File: config.mk
export PLATFORM = sky130hd
export DESIGN_NAME = csoc_ctrl
export DESIGN_NICKNAME = d
export VERILOG_FILES = /design/src/hw/csoc_pkg.sv /design/src/hw/csoc_ctrl.sv
export VERILOG_INCLUDE_DIRS = /design/src /design/src/hw
export SDC_FILE = /design/constraint.sdc
export NUM_CORES = 1
export LEC_CHECK = 0
export BUFFER_PORTS_ARGS = -buffer_cell sky130_fd_sc_hd__buf_2
export CORE_UTILIZATION = 39
export CTS_CLUSTER_DIAMETER = 100
export DETAILED_ROUTE_END_ITERATION = 10
export GPL_TIMING_DRIVEN = 0
export PLACE_DENSITY = 0.82
export SYNTH_ARGS = -nofsm -noshare
export SYNTH_HDL_FRONTEND = slang
export SYNTH_SLANG_ARGS = --single-unit
File: constraint.sdc
create_clock -name pclk -period 2.3 [get_ports pclk]
set_input_delay 0.115 -clock pclk [delete_from_list [all_inputs] [get_ports pclk]]
set_output_delay 0.115 -clock pclk [all_outputs]
set_load 0.02 [all_outputs]
File: src/hw/csoc_params.svh
`ifndef CSOC_PARAMS_SVH
`define CSOC_PARAMS_SVH
// Register byte address
`define CSOC_CTRL_ADDR 12'h000
// Field positions in the control register
`define CSOC_ENABLE_BIT 7
`define CSOC_REFMODE_BIT 6
`define CSOC_RANGE_HI 3
`define CSOC_RANGE_LO 2
`define CSOC_DRIVE_BIT 1
`define CSOC_EXTPICK_BIT 0
// Reset value and writable bits
`define CSOC_CTRL_RESET 8'h00
`define CSOC_CTRL_WMASK 8'hcd
// Range codes
`define CSOC_RANGE_OFF 2'h0
`define CSOC_RANGE_LOW 2'h1
`define CSOC_RANGE_MED 2'h2
`define CSOC_RANGE_HIGH 2'h3
`endif

File: src/hw/csoc_pkg.sv
package csoc_pkg;
  // Drive level handed to the analog current source
  typedef enum logic [1:0] {
    CSOC_CUR_NONE,
    CSOC_CUR_LOW,
    CSOC_CUR_MED,
    CSOC_CUR_HIGH
  } csoc_cur_e;
endpackage

File: src/hw/csoc_ctrl.sv
`timescale 1ns/1ps
`include "csoc_params.svh"
module csoc_ctrl (
  // APB slave
  input wire logic pclk,
  input wire logic presetn,
  input wire logic pclken,
  input wire logic psel,
  input wire logic penable,
  input wire logic pwrite,
  input wire logic [11:0] paddr,
  input wire logic [31:0] pwdata,
  output logic [31:0] prdata,
  output logic pready,
  output logic pslverr,
  // Oscillator and sleep
  input wire logic osc_clk_in,
  input wire logic sleep_mode,
  input wire logic timer_zero_clock_select,
  input wire logic timer_zero_clock_pin,
  // Analog and timer controls
  output logic osc_run,
  output logic reference_mode_out,
  output logic noise_detect,
  output csoc_pkg::csoc_cur_e current_level,
  output logic timer_zero_count_tick,
  output logic osc_count_tick
);

  ////////////////////////////////////////////////////////////////////////
  // Control register
  logic [7:0] ctrl_q, ctrl_d; // Writable bits only; bit 1 never stored
  logic acc; // Access phase of a transfer to us
  logic hit; // Address matches the control register

  // Pin synchronisers: two flops each before any logic looks
  logic [1:0] osc_sync_q, osc_sync_d;
  logic [1:0] pin_sync_q, pin_sync_d;
  logic osc_prev_q, osc_prev_d; // Last synchronised oscillator level
  logic pin_prev_q, pin_prev_d; // Last synchronised pin level
  logic osc_rise, pin_rise;
  logic drive_state;
  logic [31:0] prdata_d; // Next read data, loaded only in setup

  assign acc = psel && penable;
  assign hit = paddr == `CSOC_CTRL_ADDR;
  // Ready follows the clock enable, so a frozen block stretches
  // the access instead of dropping it; unmapped address errors
  assign pready = pclken;
  assign pslverr = acc && !hit;

  // Next control value
  always_comb begin
    ctrl_d = ctrl_q;
    if (acc && pwrite && hit) begin
      // Bit 0 stored regardless of clock select
      ctrl_d = pwdata[7:0] & `CSOC_CTRL_WMASK;
    end
  end

  // Next read data; captured in setup so it already stands in access
  always_comb begin
    prdata_d = prdata;
    if (psel && !penable && !pwrite && hit) begin
      prdata_d = {24'h00_0000, ctrl_q[7:2], drive_state, ctrl_q[0]};
    end else if (psel && !penable) begin
      // Unmapped or write setup reads back zero
      prdata_d = 32'h0000_0000;
    end
  end

  // Registers; clock enable freezes all state
  always_ff @(posedge pclk or negedge presetn) begin
    if (!presetn) begin
      ctrl_q <= `CSOC_CTRL_RESET;
      osc_sync_q <= 2'h0;
      pin_sync_q <= 2'h0;
      osc_prev_q <= 1'b0;
      pin_prev_q <= 1'b0;
      prdata <= 32'h0000_0000;
    end else if (pclken) begin
      ctrl_q <= ctrl_d;
      osc_sync_q <= osc_sync_d;
      pin_sync_q <= pin_sync_d;
      osc_prev_q <= osc_prev_d;
      pin_prev_q <= pin_prev_d;
      prdata <= prdata_d;
    end
  end

  ////////////////////////////////////////////////////////////////////////
  // Synchronisers and edge detection
  always_comb begin
    osc_sync_d = {osc_sync_q[0], osc_clk_in};
    pin_sync_d = {pin_sync_q[0], timer_zero_clock_pin};
    osc_prev_d = osc_sync_q[1];
    pin_prev_d = pin_sync_q[1];
  end

  assign osc_rise = osc_sync_q[1] && !osc_prev_q;
  assign pin_rise = pin_sync_q[1] && !pin_prev_q;
  // High while sourcing current out of the pad
  assign drive_state = osc_sync_q[1] && osc_run;

  ////////////////////////////////////////////////////////////////////////
  // Analog control decode
  always_comb begin
    // Running is independent of sleep
    osc_run = ctrl_q[`CSOC_ENABLE_BIT];
    reference_mode_out = ctrl_q[`CSOC_REFMODE_BIT];
    noise_detect = 1'b0;
    current_level = csoc_pkg::CSOC_CUR_NONE;
    if (osc_run) begin
      case (ctrl_q[`CSOC_RANGE_HI:`CSOC_RANGE_LO])
        `CSOC_RANGE_OFF: noise_detect = ctrl_q[`CSOC_REFMODE_BIT];
        `CSOC_RANGE_LOW: current_level = csoc_pkg::CSOC_CUR_LOW;
        `CSOC_RANGE_MED: current_level = csoc_pkg::CSOC_CUR_MED;
        `CSOC_RANGE_HIGH: current_level = csoc_pkg::CSOC_CUR_HIGH;
        default: current_level = csoc_pkg::CSOC_CUR_NONE;
      endcase
    end
  end

  ////////////////////////////////////////////////////////////////////////
  // Count ticks toward the timers
  always_comb begin
    // Free-running tick for any sleep-capable timer
    osc_count_tick = osc_rise && osc_run;
    timer_zero_count_tick = 1'b0;
    // First timer gets nothing while asleep
    if (!sleep_mode && timer_zero_clock_select) begin
      if (ctrl_q[`CSOC_EXTPICK_BIT]) begin
        timer_zero_count_tick = osc_rise && osc_run;
      end else begin
        timer_zero_count_tick = pin_rise;
      end
    end
  end

  ////////////////////////////////////////////////////////////////////////
  // Checks
  property p_sleep_halts;
    @(posedge pclk) disable iff (!presetn) sleep_mode |-> !timer_zero_count_tick;
  endproperty
  a_sleep_halts: assert property (p_sleep_halts) else $error("first timer ticked in sleep");

  property p_run_enable;
    @(posedge pclk) disable iff (!presetn) osc_run == ctrl_q[7];
  endproperty
  a_run_enable: assert property (p_run_enable) else $error("run not following enable");

  property p_write_enable;
    @(posedge pclk) disable iff (!presetn)
      (pclken && acc && pwrite && hit) |=> (osc_run == $past(pwdata[7]));
  endproperty
  a_write_enable: assert property (p_write_enable) else $error("enable write lost");

  property p_noise;
    @(posedge pclk) disable iff (!presetn)
      (ctrl_q[7:6] == 2'h3 && ctrl_q[3:2] == 2'h0) |-> (noise_detect && current_level == csoc_pkg::CSOC_CUR_NONE);
  endproperty
  a_noise: assert property (p_noise) else $error("noise mode wrong");

  property p_fixed_off;
    @(posedge pclk) disable iff (!presetn) !ctrl_q[6] |-> !noise_detect;
  endproperty
  a_fixed_off: assert property (p_fixed_off) else $error("noise in fixed mode");

  property p_range;
    @(posedge pclk) disable iff (!presetn) osc_run |-> (current_level == ctrl_q[3:2]);
  endproperty
  a_range: assert property (p_range) else $error("range decode wrong");

  property p_pin_src;
    @(posedge pclk) disable iff (!presetn)
      (timer_zero_clock_select && !sleep_mode && !ctrl_q[0]) |-> (timer_zero_count_tick == pin_rise);
  endproperty
  a_pin_src: assert property (p_pin_src) else $error("pin clock not chosen");

  property p_internal;
    @(posedge pclk) disable iff (!presetn) !timer_zero_clock_select |-> !timer_zero_count_tick;
  endproperty
  a_internal: assert property (p_internal) else $error("bit 0 acted on internal clock");

  property p_sleep_count;
    @(posedge pclk) disable iff (!presetn) (sleep_mode && osc_run && osc_rise) |-> osc_count_tick;
  endproperty
  a_sleep_count: assert property (p_sleep_count) else $error("count lost in sleep");

  property p_drive_ro;
    @(posedge pclk) disable iff (!presetn) !osc_run |-> !drive_state;
  endproperty
  a_drive_ro: assert property (p_drive_ro) else $error("drive state while off");

  ////////////////////////////////////////////////////////////////////////
  // Further checks on writes, reads and decode

  // Ready must track the enable or a frozen write is lost
  property p_ready_en;
    @(posedge pclk) disable iff (!presetn)
      pready == pclken;
  endproperty
  a_ready_en: assert property (p_ready_en) else $error("ready not following clock enable");

  // Status bit is never stored, whatever software writes
  property p_ro_bit;
    @(posedge pclk) disable iff (!presetn)
      (pclken && acc && pwrite && hit) |=> (ctrl_q[1] == 1'b0);
  endproperty
  a_ro_bit: assert property (p_ro_bit) else $error("status bit stored");

  // Unused bits stay clear so they read back zero
  property p_unused_zero;
    @(posedge pclk) disable iff (!presetn)
      ctrl_q[5:4] == 2'h0;
  endproperty
  a_unused_zero: assert property (p_unused_zero) else $error("unused bits set");

  // Mode bit written lands on the reference output
  property p_write_mode;
    @(posedge pclk) disable iff (!presetn)
      (pclken && acc && pwrite && hit) |=> (reference_mode_out == $past(pwdata[6]));
  endproperty
  a_write_mode: assert property (p_write_mode) else $error("mode write lost");

  // Range field written is kept as given
  property p_write_range;
    @(posedge pclk) disable iff (!presetn)
      (pclken && acc && pwrite && hit) |=> (ctrl_q[3:2] == $past(pwdata[3:2]));
  endproperty
  a_write_range: assert property (p_write_range) else $error("range write lost");

  // Pick bit stored even while the internal clock is chosen
  property p_write_pick;
    @(posedge pclk) disable iff (!presetn)
      (pclken && acc && pwrite && hit) |=> (ctrl_q[0] == $past(pwdata[0]));
  endproperty
  a_write_pick: assert property (p_write_pick) else $error("pick write lost");

  // Oscillator feeds the first timer when picked
  property p_osc_src;
    @(posedge pclk) disable iff (!presetn)
      (timer_zero_clock_select && !sleep_mode && ctrl_q[0]) |-> (timer_zero_count_tick == (osc_rise && osc_run));
  endproperty
  a_osc_src: assert property (p_osc_src) else $error("oscillator clock not chosen");

  // Disabled module drives no current, no noise flag and no oscillator ticks; pin ticks still reach the first timer
  property p_off_quiet;
    @(posedge pclk) disable iff (!presetn)
      !osc_run |-> (current_level == csoc_pkg::CSOC_CUR_NONE && !noise_detect && !osc_count_tick);
  endproperty
  a_off_quiet: assert property (p_off_quiet) else $error("activity while disabled");

  // Frozen clock enable keeps the register as it was
  property p_frozen;
    @(posedge pclk) disable iff (!presetn)
      !pclken |=> $stable(ctrl_q);
  endproperty
  a_frozen: assert property (p_frozen) else $error("register moved while frozen");

  // Unmapped access always flags an error
  property p_unmapped;
    @(posedge pclk) disable iff (!presetn)
      (acc && !hit) |-> pslverr;
  endproperty
  a_unmapped: assert property (p_unmapped) else $error("unmapped access not flagged");

  // Noise detection only for the zero range code
  property p_var_current;
    @(posedge pclk) disable iff (!presetn)
      (osc_run && ctrl_q[6] && ctrl_q[3:2] != 2'h0) |-> !noise_detect;
  endproperty
  a_var_current: assert property (p_var_current) else $error("noise mode with current range");

  // Setup of a read loads the register image
  property p_read_data;
    @(posedge pclk) disable iff (!presetn)
      (pclken && psel && !penable && !pwrite && hit) |=> (prdata[7:1] == {$past(ctrl_q[7:2]), $past(drive_state)});
  endproperty
  a_read_data: assert property (p_read_data) else $error("read image wrong");

  // Upper read bits are always zero
  property p_read_upper;
    @(posedge pclk) disable iff (!presetn)
      prdata[31:8] == 24'h00_0000;
  endproperty
  a_read_upper: assert property (p_read_upper) else $error("upper read bits set");

  // Awake counting is as free as sleeping counting
  property p_awake_count;
    @(posedge pclk) disable iff (!presetn)
      (!sleep_mode && osc_run && osc_rise) |-> osc_count_tick;
  endproperty
  a_awake_count: assert property (p_awake_count) else $error("count lost while awake");

endmodule

==> results of run 1 <==
## metrics by stage
| step | power [mW] | hold WS, ns | cell area (um2) | setup WS [ns] |
|---|---|---|---|---|
| finish | 0.6280 | 0.05055 | 1359 | 0.7412 |
| detailed placement | 0.4754 | 0.04742 | 1321 | 1.010 |
| CTS | 0.6340 | 0.04660 | 1359 | 0.7202 |
| global placement | 0.4702 | 0.03995 | 1321 | 1.066 |
| global route | 0.6564 | 0.05376 | 1359 | 0.6306 |
| floorplan | 0.4324 | -0.1806 | 1086 | 0.6930 |
## logic make-up after synthesis
kind of cell,Yosys count,share of synthesized area
compound gates,8,0.06810
buf+inv,29,0.2169
flops,17,0.4288
mux,11,0.1248
other cells,1,0.003779
simple gates,16,0.1576
## final timing paths
path	end
worst max-delay path	timer_zero_count_tick
worst min-delay path	ctrl_q[6]$_DFFE_PN0P_
worst max register to register	ctrl_q[7]$_DFFE_PN0P_
worst min register to register	prdata[1]$_DFFE_PN0P_
max in group asynchronous	ctrl_q[0]$_DFFE_PN0P_
min in group asynchronous	osc_sync_q[0]$_DFFE_PN0P_
## cells in the final DEF, fill, tap and decap left out, types with 2 or more instances in the layout
cell / n
conb_1: 26
buf_2: 41
and4_1: 2
buf_4: 28
clkbuf_4: 3
nor4_4: 3
and2_1: 2
mux2_2: 11
a22o_1: 5
dfrtp_1: 17
nand2_1: 2
## cell type report
| class | instances | area, um2 | share of cell area |
|---|---|---|---|
| clock buffer | 3 | 22.52 | 0.01657 |
| timing repair buffer | 41 | 210.2 | 0.1547 |
| tap | 28 | 35.03 | 0.02578 |
| clock inverter | 1 | 5.005 | 0.003683 |
| multi-input combinational | 61 | 445.4 | 0.3278 |
| buffer | 29 | 215.2 | 0.1584 |
| sequential | 17 | 425.4 | 0.3131 |
## power by group
| part | switching (mW) | internal [mW] | leakage [nW] |
|---|---|---|---|
| clock | 0.0921 | 0.0647 | 0.0177 |
| sequential | 0.00961 | 0.314 | 0.224 |
| combinational | 0.0772 | 0.0701 | 0.552 |
## state kept, by name (all words and copies together), names as in the netlist
signal      cells
prdata          6
ctrl_q          5
osc_sync_q      2
osc_prev_q      1
pin_sync_q      2
pin_prev_q      1
## layer usage
metal	vias up	GRT usage	part of all wire
met4	0	0.07456	0.018
met5	-	0	0
met2	51	0.2911	0.52
li1	380	-	-
met3	4	0.02319	0.12
met1	351	0.1364	0.35
## what timing repair did
action	CTS	global route
endpoints found under the hold margin	17	0
resized for setup	0	0
hold buffers	1	0
==> impl_metrics.csv, run 1 <==
group,metric,value,unit
setup_path,crit_family,"flip-flops",
sta,finalSetupTns,0,ns
synthesis,synth_area,992.2,um2
setup_path,r2r_cells,1,
global_routing,grt_pass1_vias,710,
sta,finalSetupViolCount,0,
hold_path,hold_class,"in2reg",
sta,post-route-period-util,0.6777,
floorplanning,core_area,2297,um2
setup_path,crit_buf_inv,1,
power_and_ir_drop,power.density,462.2,nW/um2
synthesis,synth.distinct_cells,20,
status,outcome,"completed",
global_routing,grt_pass1_wl,2884,um
routing,drc,0,
cts,clockBufferDepth,2,
floorplanning,ioPinCount,95,
power_and_ir_drop,p_leak,0.7937,nW
setup_path,slowest_stage,"dfrtp_1",
setup_path,reg2reg_slack,1.43,ns
setup_path,rr_startpoint,"ctrl_q[7]$_DFFE_PN0P_",
final_layout,areaGrowthSynthToFinish,36.95,%
setup_path,crit_cells,4,
routing,first_pass_iters,4,
floorplanning,die_y,52.44,um
setup_path,cp.required,2.18,ns
routing,wirelength,1817,um
routing,vias,786,
cts,cts_buffers,3,
final_layout,final_core_util,0.5915,
floorplanning,fp.dieArea,2750,um2
final_layout,fillers,207,
synthesis,ys_top_cells_by_area,"dfrtp_1 43%, buf_4 21%, mux2_2 12%",
setup_path,crit_start,"ctrl_q[7]$_DFFE_PN0P_",
global_routing,grtUsageTotal,0.1452,
floorplanning,die_w,52.44,um
cts,clockRootBuffer,"clkbuf_4",
cts,h-tree-depth,1,
sta,fin_skew,0.002190,ns
synthesis,synth-edff-count,0,
hold_path,min_from,"pwdata[6]",
synthesis,synth_top_area_frac,0.4288,
cts,numClockSinks,17,
synthesis,async_flop_share,1.000,
cts,cts_tree,"built",
synthesis,yosysWarnings,0,
synthesis,synth_area_leader_cell,"dfrtp_1",
setup_path,cp-start-kind,"flop",
setup_path,worstPathCellList,"and3b_1 > a22oi_1 > nor3b_1 > buf_2",
final_layout,final_nets,207,
sta,fmax,0.6415,GHz
cts,insertion_delay,0.29,ns
sta,slew_viol_final,0,
final_layout,layout-drive-gt1-share,0.5789,
synthesis,ys.flop_type,"dfrtp_1",
power_and_ir_drop,peakVddDrop,0.4571,mV
routing,viasPerCell,4.367,
setup_path,path_class,"reg2out",
cts,post_cts_buffers,0,
final_layout,stdcell_count,180,
setup_path,cp_data_arrival_time,1.44,ns
placement,routabilityCongestion,0.6608,
synthesis,postSynthCellCount,82,
global_routing,antenna_found_initial,0,
synthesis,synth-seq-area-share,0.4288,
setup_path,cp-end-kind,"output port",
placement,portBuffers,40,
cts,clk_pin_slew,0.10,ns
routing,ant_nets,0,
routing,wl_per_cell,10.09,um
synthesis,synth_most_common_cell,"buf_4",
synthesis,avgSynthCellArea,12.10,um2
setup_path,cp_max_fo,8,
sta,finalHoldViolCount,0,
placement,dp_cells,175,
floorplanning,core.rowCount,17,
final_layout,num_antenna_cells,0,
floorplanning,start_util,0.4319,
sta,period_needed,1.559,ns
sta,rsz0062_at_grt,"false",
flow_run,maxCapViolations,0,
synthesis,ys_top_cells_by_count,"28 x buf_4, 17 x dfrtp_1, 11 x mux2_2, 5 x a22o_1, 3 x nor4_4",
synthesis,synth_seq_cells,17,
setup_path,cp_slowest_stage_delay,0.48,ns
hold_path,hold_depth,2,
global_routing,grt.overflow.total,0,
routing,drt-initial-drc-count,4,
global_routing,grt_max_degree,18,
No activity file was read; power rests on OpenSTA's default activity.
==> run 2, diff against run 1 <==
--- a/config.mk
+++ b/config.mk
@@ -7,11 +7,11 @@
 export NUM_CORES = 1
 export LEC_CHECK = 0
 export BUFFER_PORTS_ARGS = -buffer_cell sky130_fd_sc_hd__buf_2
-export CORE_UTILIZATION = 39
+export CORE_UTILIZATION = 32
 export CTS_CLUSTER_DIAMETER = 100
 export DETAILED_ROUTE_END_ITERATION = 10
 export GPL_TIMING_DRIVEN = 0
-export PLACE_DENSITY = 0.82
+export PLACE_DENSITY = 0.72
 export SYNTH_ARGS = -nofsm -noshare
 export SYNTH_HDL_FRONTEND = slang
 export SYNTH_SLANG_ARGS = --single-unit
==> constraint.sdc (replaced) <==
create_clock -name pclk -period 1.4 [get_ports pclk]
set_input_delay 0.07 -clock pclk [delete_from_list [all_inputs] [get_ports pclk]]
set_output_delay 0.07 -clock pclk [all_outputs]
set_load 0.02 [all_outputs]
==> run 2 against run 1 <==
Global-route usage shrank 2.0 points. The flow now finishes with violations (design-rule violations). Critical path depth unchanged. Combinational power increased by 76%. Clock skew decreased by 0.0013 ns. Clock power increased by 57%.
==> impl_metrics.csv, run 2 (same netlist as run 1, synthesis figures left out) <==
group,metric,value,unit
sta,rsz0062_at_grt,"true",
setup_path,cp-end-kind,"output port",
sta,finalSetupViolCount,0,
setup_path,cp_data_arrival_time,1.32,ns
floorplanning,core.rowCount,19,
final_layout,layout-drive-gt1-share,0.6039,
power_and_ir_drop,totalPowerFinal,1.034,mW
routing,drt-initial-drc-count,32,
global_routing,grt-busiest-layer,"met2",
global_routing,antenna_found_initial,0,
global_routing,grt_max_degree,18,
routing,wl_per_cell,10.63,um
final_layout,final_core_util,0.4877,
power_and_ir_drop,p_clk_frac,0.238,
setup_path,r2r_cells,2,
floorplanning,die_y,57.69,um
status,violations,"design-rule violations",
global_routing,use_met2,0.2243,
final_layout,final_nets,209,
sta,fmax,0.7178,GHz
power_and_ir_drop,p_leak,0.8006,nW
setup_path,cp.required,1.33,ns
final_layout,largest-register,"prdata",
power_and_ir_drop,swShare,0.2749,
hold_path,hold_depth,2,
power_and_ir_drop,power_frac_seq,0.513,
placement,dp_hpwl,1639,um
cts,clockBufferDepth,2,
power_and_ir_drop,combPwrFrac,0.249,
hold_path,hold_class,"in2reg",
final_layout,largestRegisters,"prdata x6, ctrl_q x5",
cts,cts_buffers,3,
cts,h-tree-depth,1,
sta,finalHoldViolCount,0,
power_and_ir_drop,power.density,743.5,nW/um2
cts,cts_tree,"built",
setup_path,reg2reg_slack,0.47,ns
floorplanning,ioPinCount,95,
global_routing,grt_pass1_vias,752,
cts,numClockSinks,17,
floorplanning,fp.dieArea,3328,um2
sta,slew_viol_final,0,
global_routing,grt_use_met1,0.1486,
power_and_ir_drop,power.internal,0.7500,mW
power_and_ir_drop,peakVddDrop,0.7174,mV
sta,period_needed,1.393,ns
global_routing,grtUsageTotal,0.1248,
routing,wirelength,1967,um
cts,clockRootBuffer,"clkbuf_4",
final_layout,fillers,261,
sta,fin_skew,0.0008549,ns
routing,first_pass_iters,7,
flow_run,maxCapViolations,0,
hold_path,min_from,"pwdata[6]",
final_layout,layout_commonest_cell,"buf_2",
final_layout,num_antenna_cells,0,
sta,post-route-period-util,0.9951,
setup_path,r2r_end,"ctrl_q[7]$_DFFE_PN0P_",
final_layout,areaGrowthSynthToFinish,40.23,%
floorplanning,core_area,2853,um2
setup_path,cp_max_fo,2,
placement,routabilityCongestion,0.6651,
setup_path,rr_startpoint,"ctrl_q[7]$_DFFE_PN0P_",
final_layout,largest_reg_flops,6,
placement,portBuffers,40,
hold_path,holdPathEnd,"ctrl_q[6]$_DFFE_PN0P_",
routing,drc,10,
global_routing,grt.overflow.total,0,
routing,ant_nets,0,
global_routing,grt.met3_usage,0.02009,
cts,clk_pin_slew,0.09,ns
setup_path,cp-start-kind,"flop",
cts,insertion_delay,0.28,ns
routing,vias,776,
floorplanning,start_util,0.3478,
floorplanning,die_w,57.69,um
routing,viasPerCell,4.195,
global_routing,grt_pass1_wl,3222,um
setup_path,path_class,"reg2out",
final_layout,final_cell_mix,"40 x buf_2, 31 x buf_4, 26 x conb_1, 16 x dfrtp_1, 11 x mux2_2",
status,outcome,"finished, violations left",
power_and_ir_drop,p_sw,0.2844,mW
[run 2: power groups by stage]
| stage | clock, mW | sequential (mW) | combinational (mW) |
|---|---|---|---|
| floorplan | 0 | 0.537 | 0.175 |
| global placement | 0 | 0.539 | 0.236 |
| detailed placement | 0 | 0.542 | 0.242 |
| CTS | 0.256 | 0.531 | 0.256 |
| global route | 0.282 | 0.533 | 0.279 |
| finish | 0.246 | 0.531 | 0.258 |
[run 2: area by class of cell]
cell class | instances | area, um2 | share of cell area
Tap cell | 31 | 38.79 | 0.02788
Clock buffer | 4 | 26.28 | 0.01888
Sequential cell | 17 | 426.7 | 0.3067
Buffer | 29 | 215.2 | 0.1547
Multi-Input combinational cell | 61 | 456.7 | 0.3282
Timing Repair Buffer | 43 | 227.7 | 0.1637
[run 2: worst max-delay path, stage by stage, from the launching register on]
cell     delay [ns]
dfrtp_1        0.39
and3b_2        0.25
a22oi_2        0.08
nor3b_2        0.17
buf_4          0.16
[run 2: routing by layer]
layer / vias to the layer above / wire length (um)
li1: 383 / -
met3: 0 / 235
met4: 0 / 0
met5: - / 0
met2: 53 / 949
met1: 340 / 781
[run 2: stage by stage]
| step | setup slack (ns) | cell area (um2) | TNS [ns] | hold WS, ns | instances |
|---|---|---|---|---|---|
| 2_1_floorplan | 0.02026 | 1091 | 0 | -0.2256 | 107 |
| 6_report | 0.006810 | 1391 | 0 | 0.01727 | 185 |
| 3_3_place_gp | 0.1848 | 1330 | 0 | -0.007479 | 178 |
| 4_1_cts | 0.007707 | 1391 | 0 | 0.009503 | 185 |
| 3_5_place_dp | 0.1432 | 1330 | 0 | 0.005539 | 178 |
| 5_1_grt | -0.05216 | 1391 | -0.05216 | 0.006002 | 185 |
[run 2: how the worst max path moves through the flow]
stage                                 from                     to  slack, ns  cells past startpoint
CTS                 osc_prev_q$_DFFE_PN0P_  timer_zero_count_tick      0.008                      4
global route        osc_prev_q$_DFFE_PN0P_  timer_zero_count_tick      -0.05                      4
detailed placement                paddr[9]  ctrl_q[7]$_DFFE_PN0P_       0.14                      4
floorplan            ctrl_q[7]$_DFFE_PN0P_  timer_zero_count_tick       0.02                      3
global placement                  paddr[9]  ctrl_q[2]$_DFFE_PN0P_       0.18                      4
finish              osc_prev_q$_DFFE_PN0P_  timer_zero_count_tick      0.007                      4
[run 2: timing repair]
action / in CTS / in global routing
pin swaps: 1 / 0
gates resized for setup: 4 / 0
buffers inserted: 2 / 0
hold endpoints to repair: 17 / 0
hold buffers: 1 / 0
setup endpoints to repair: 1 / 1
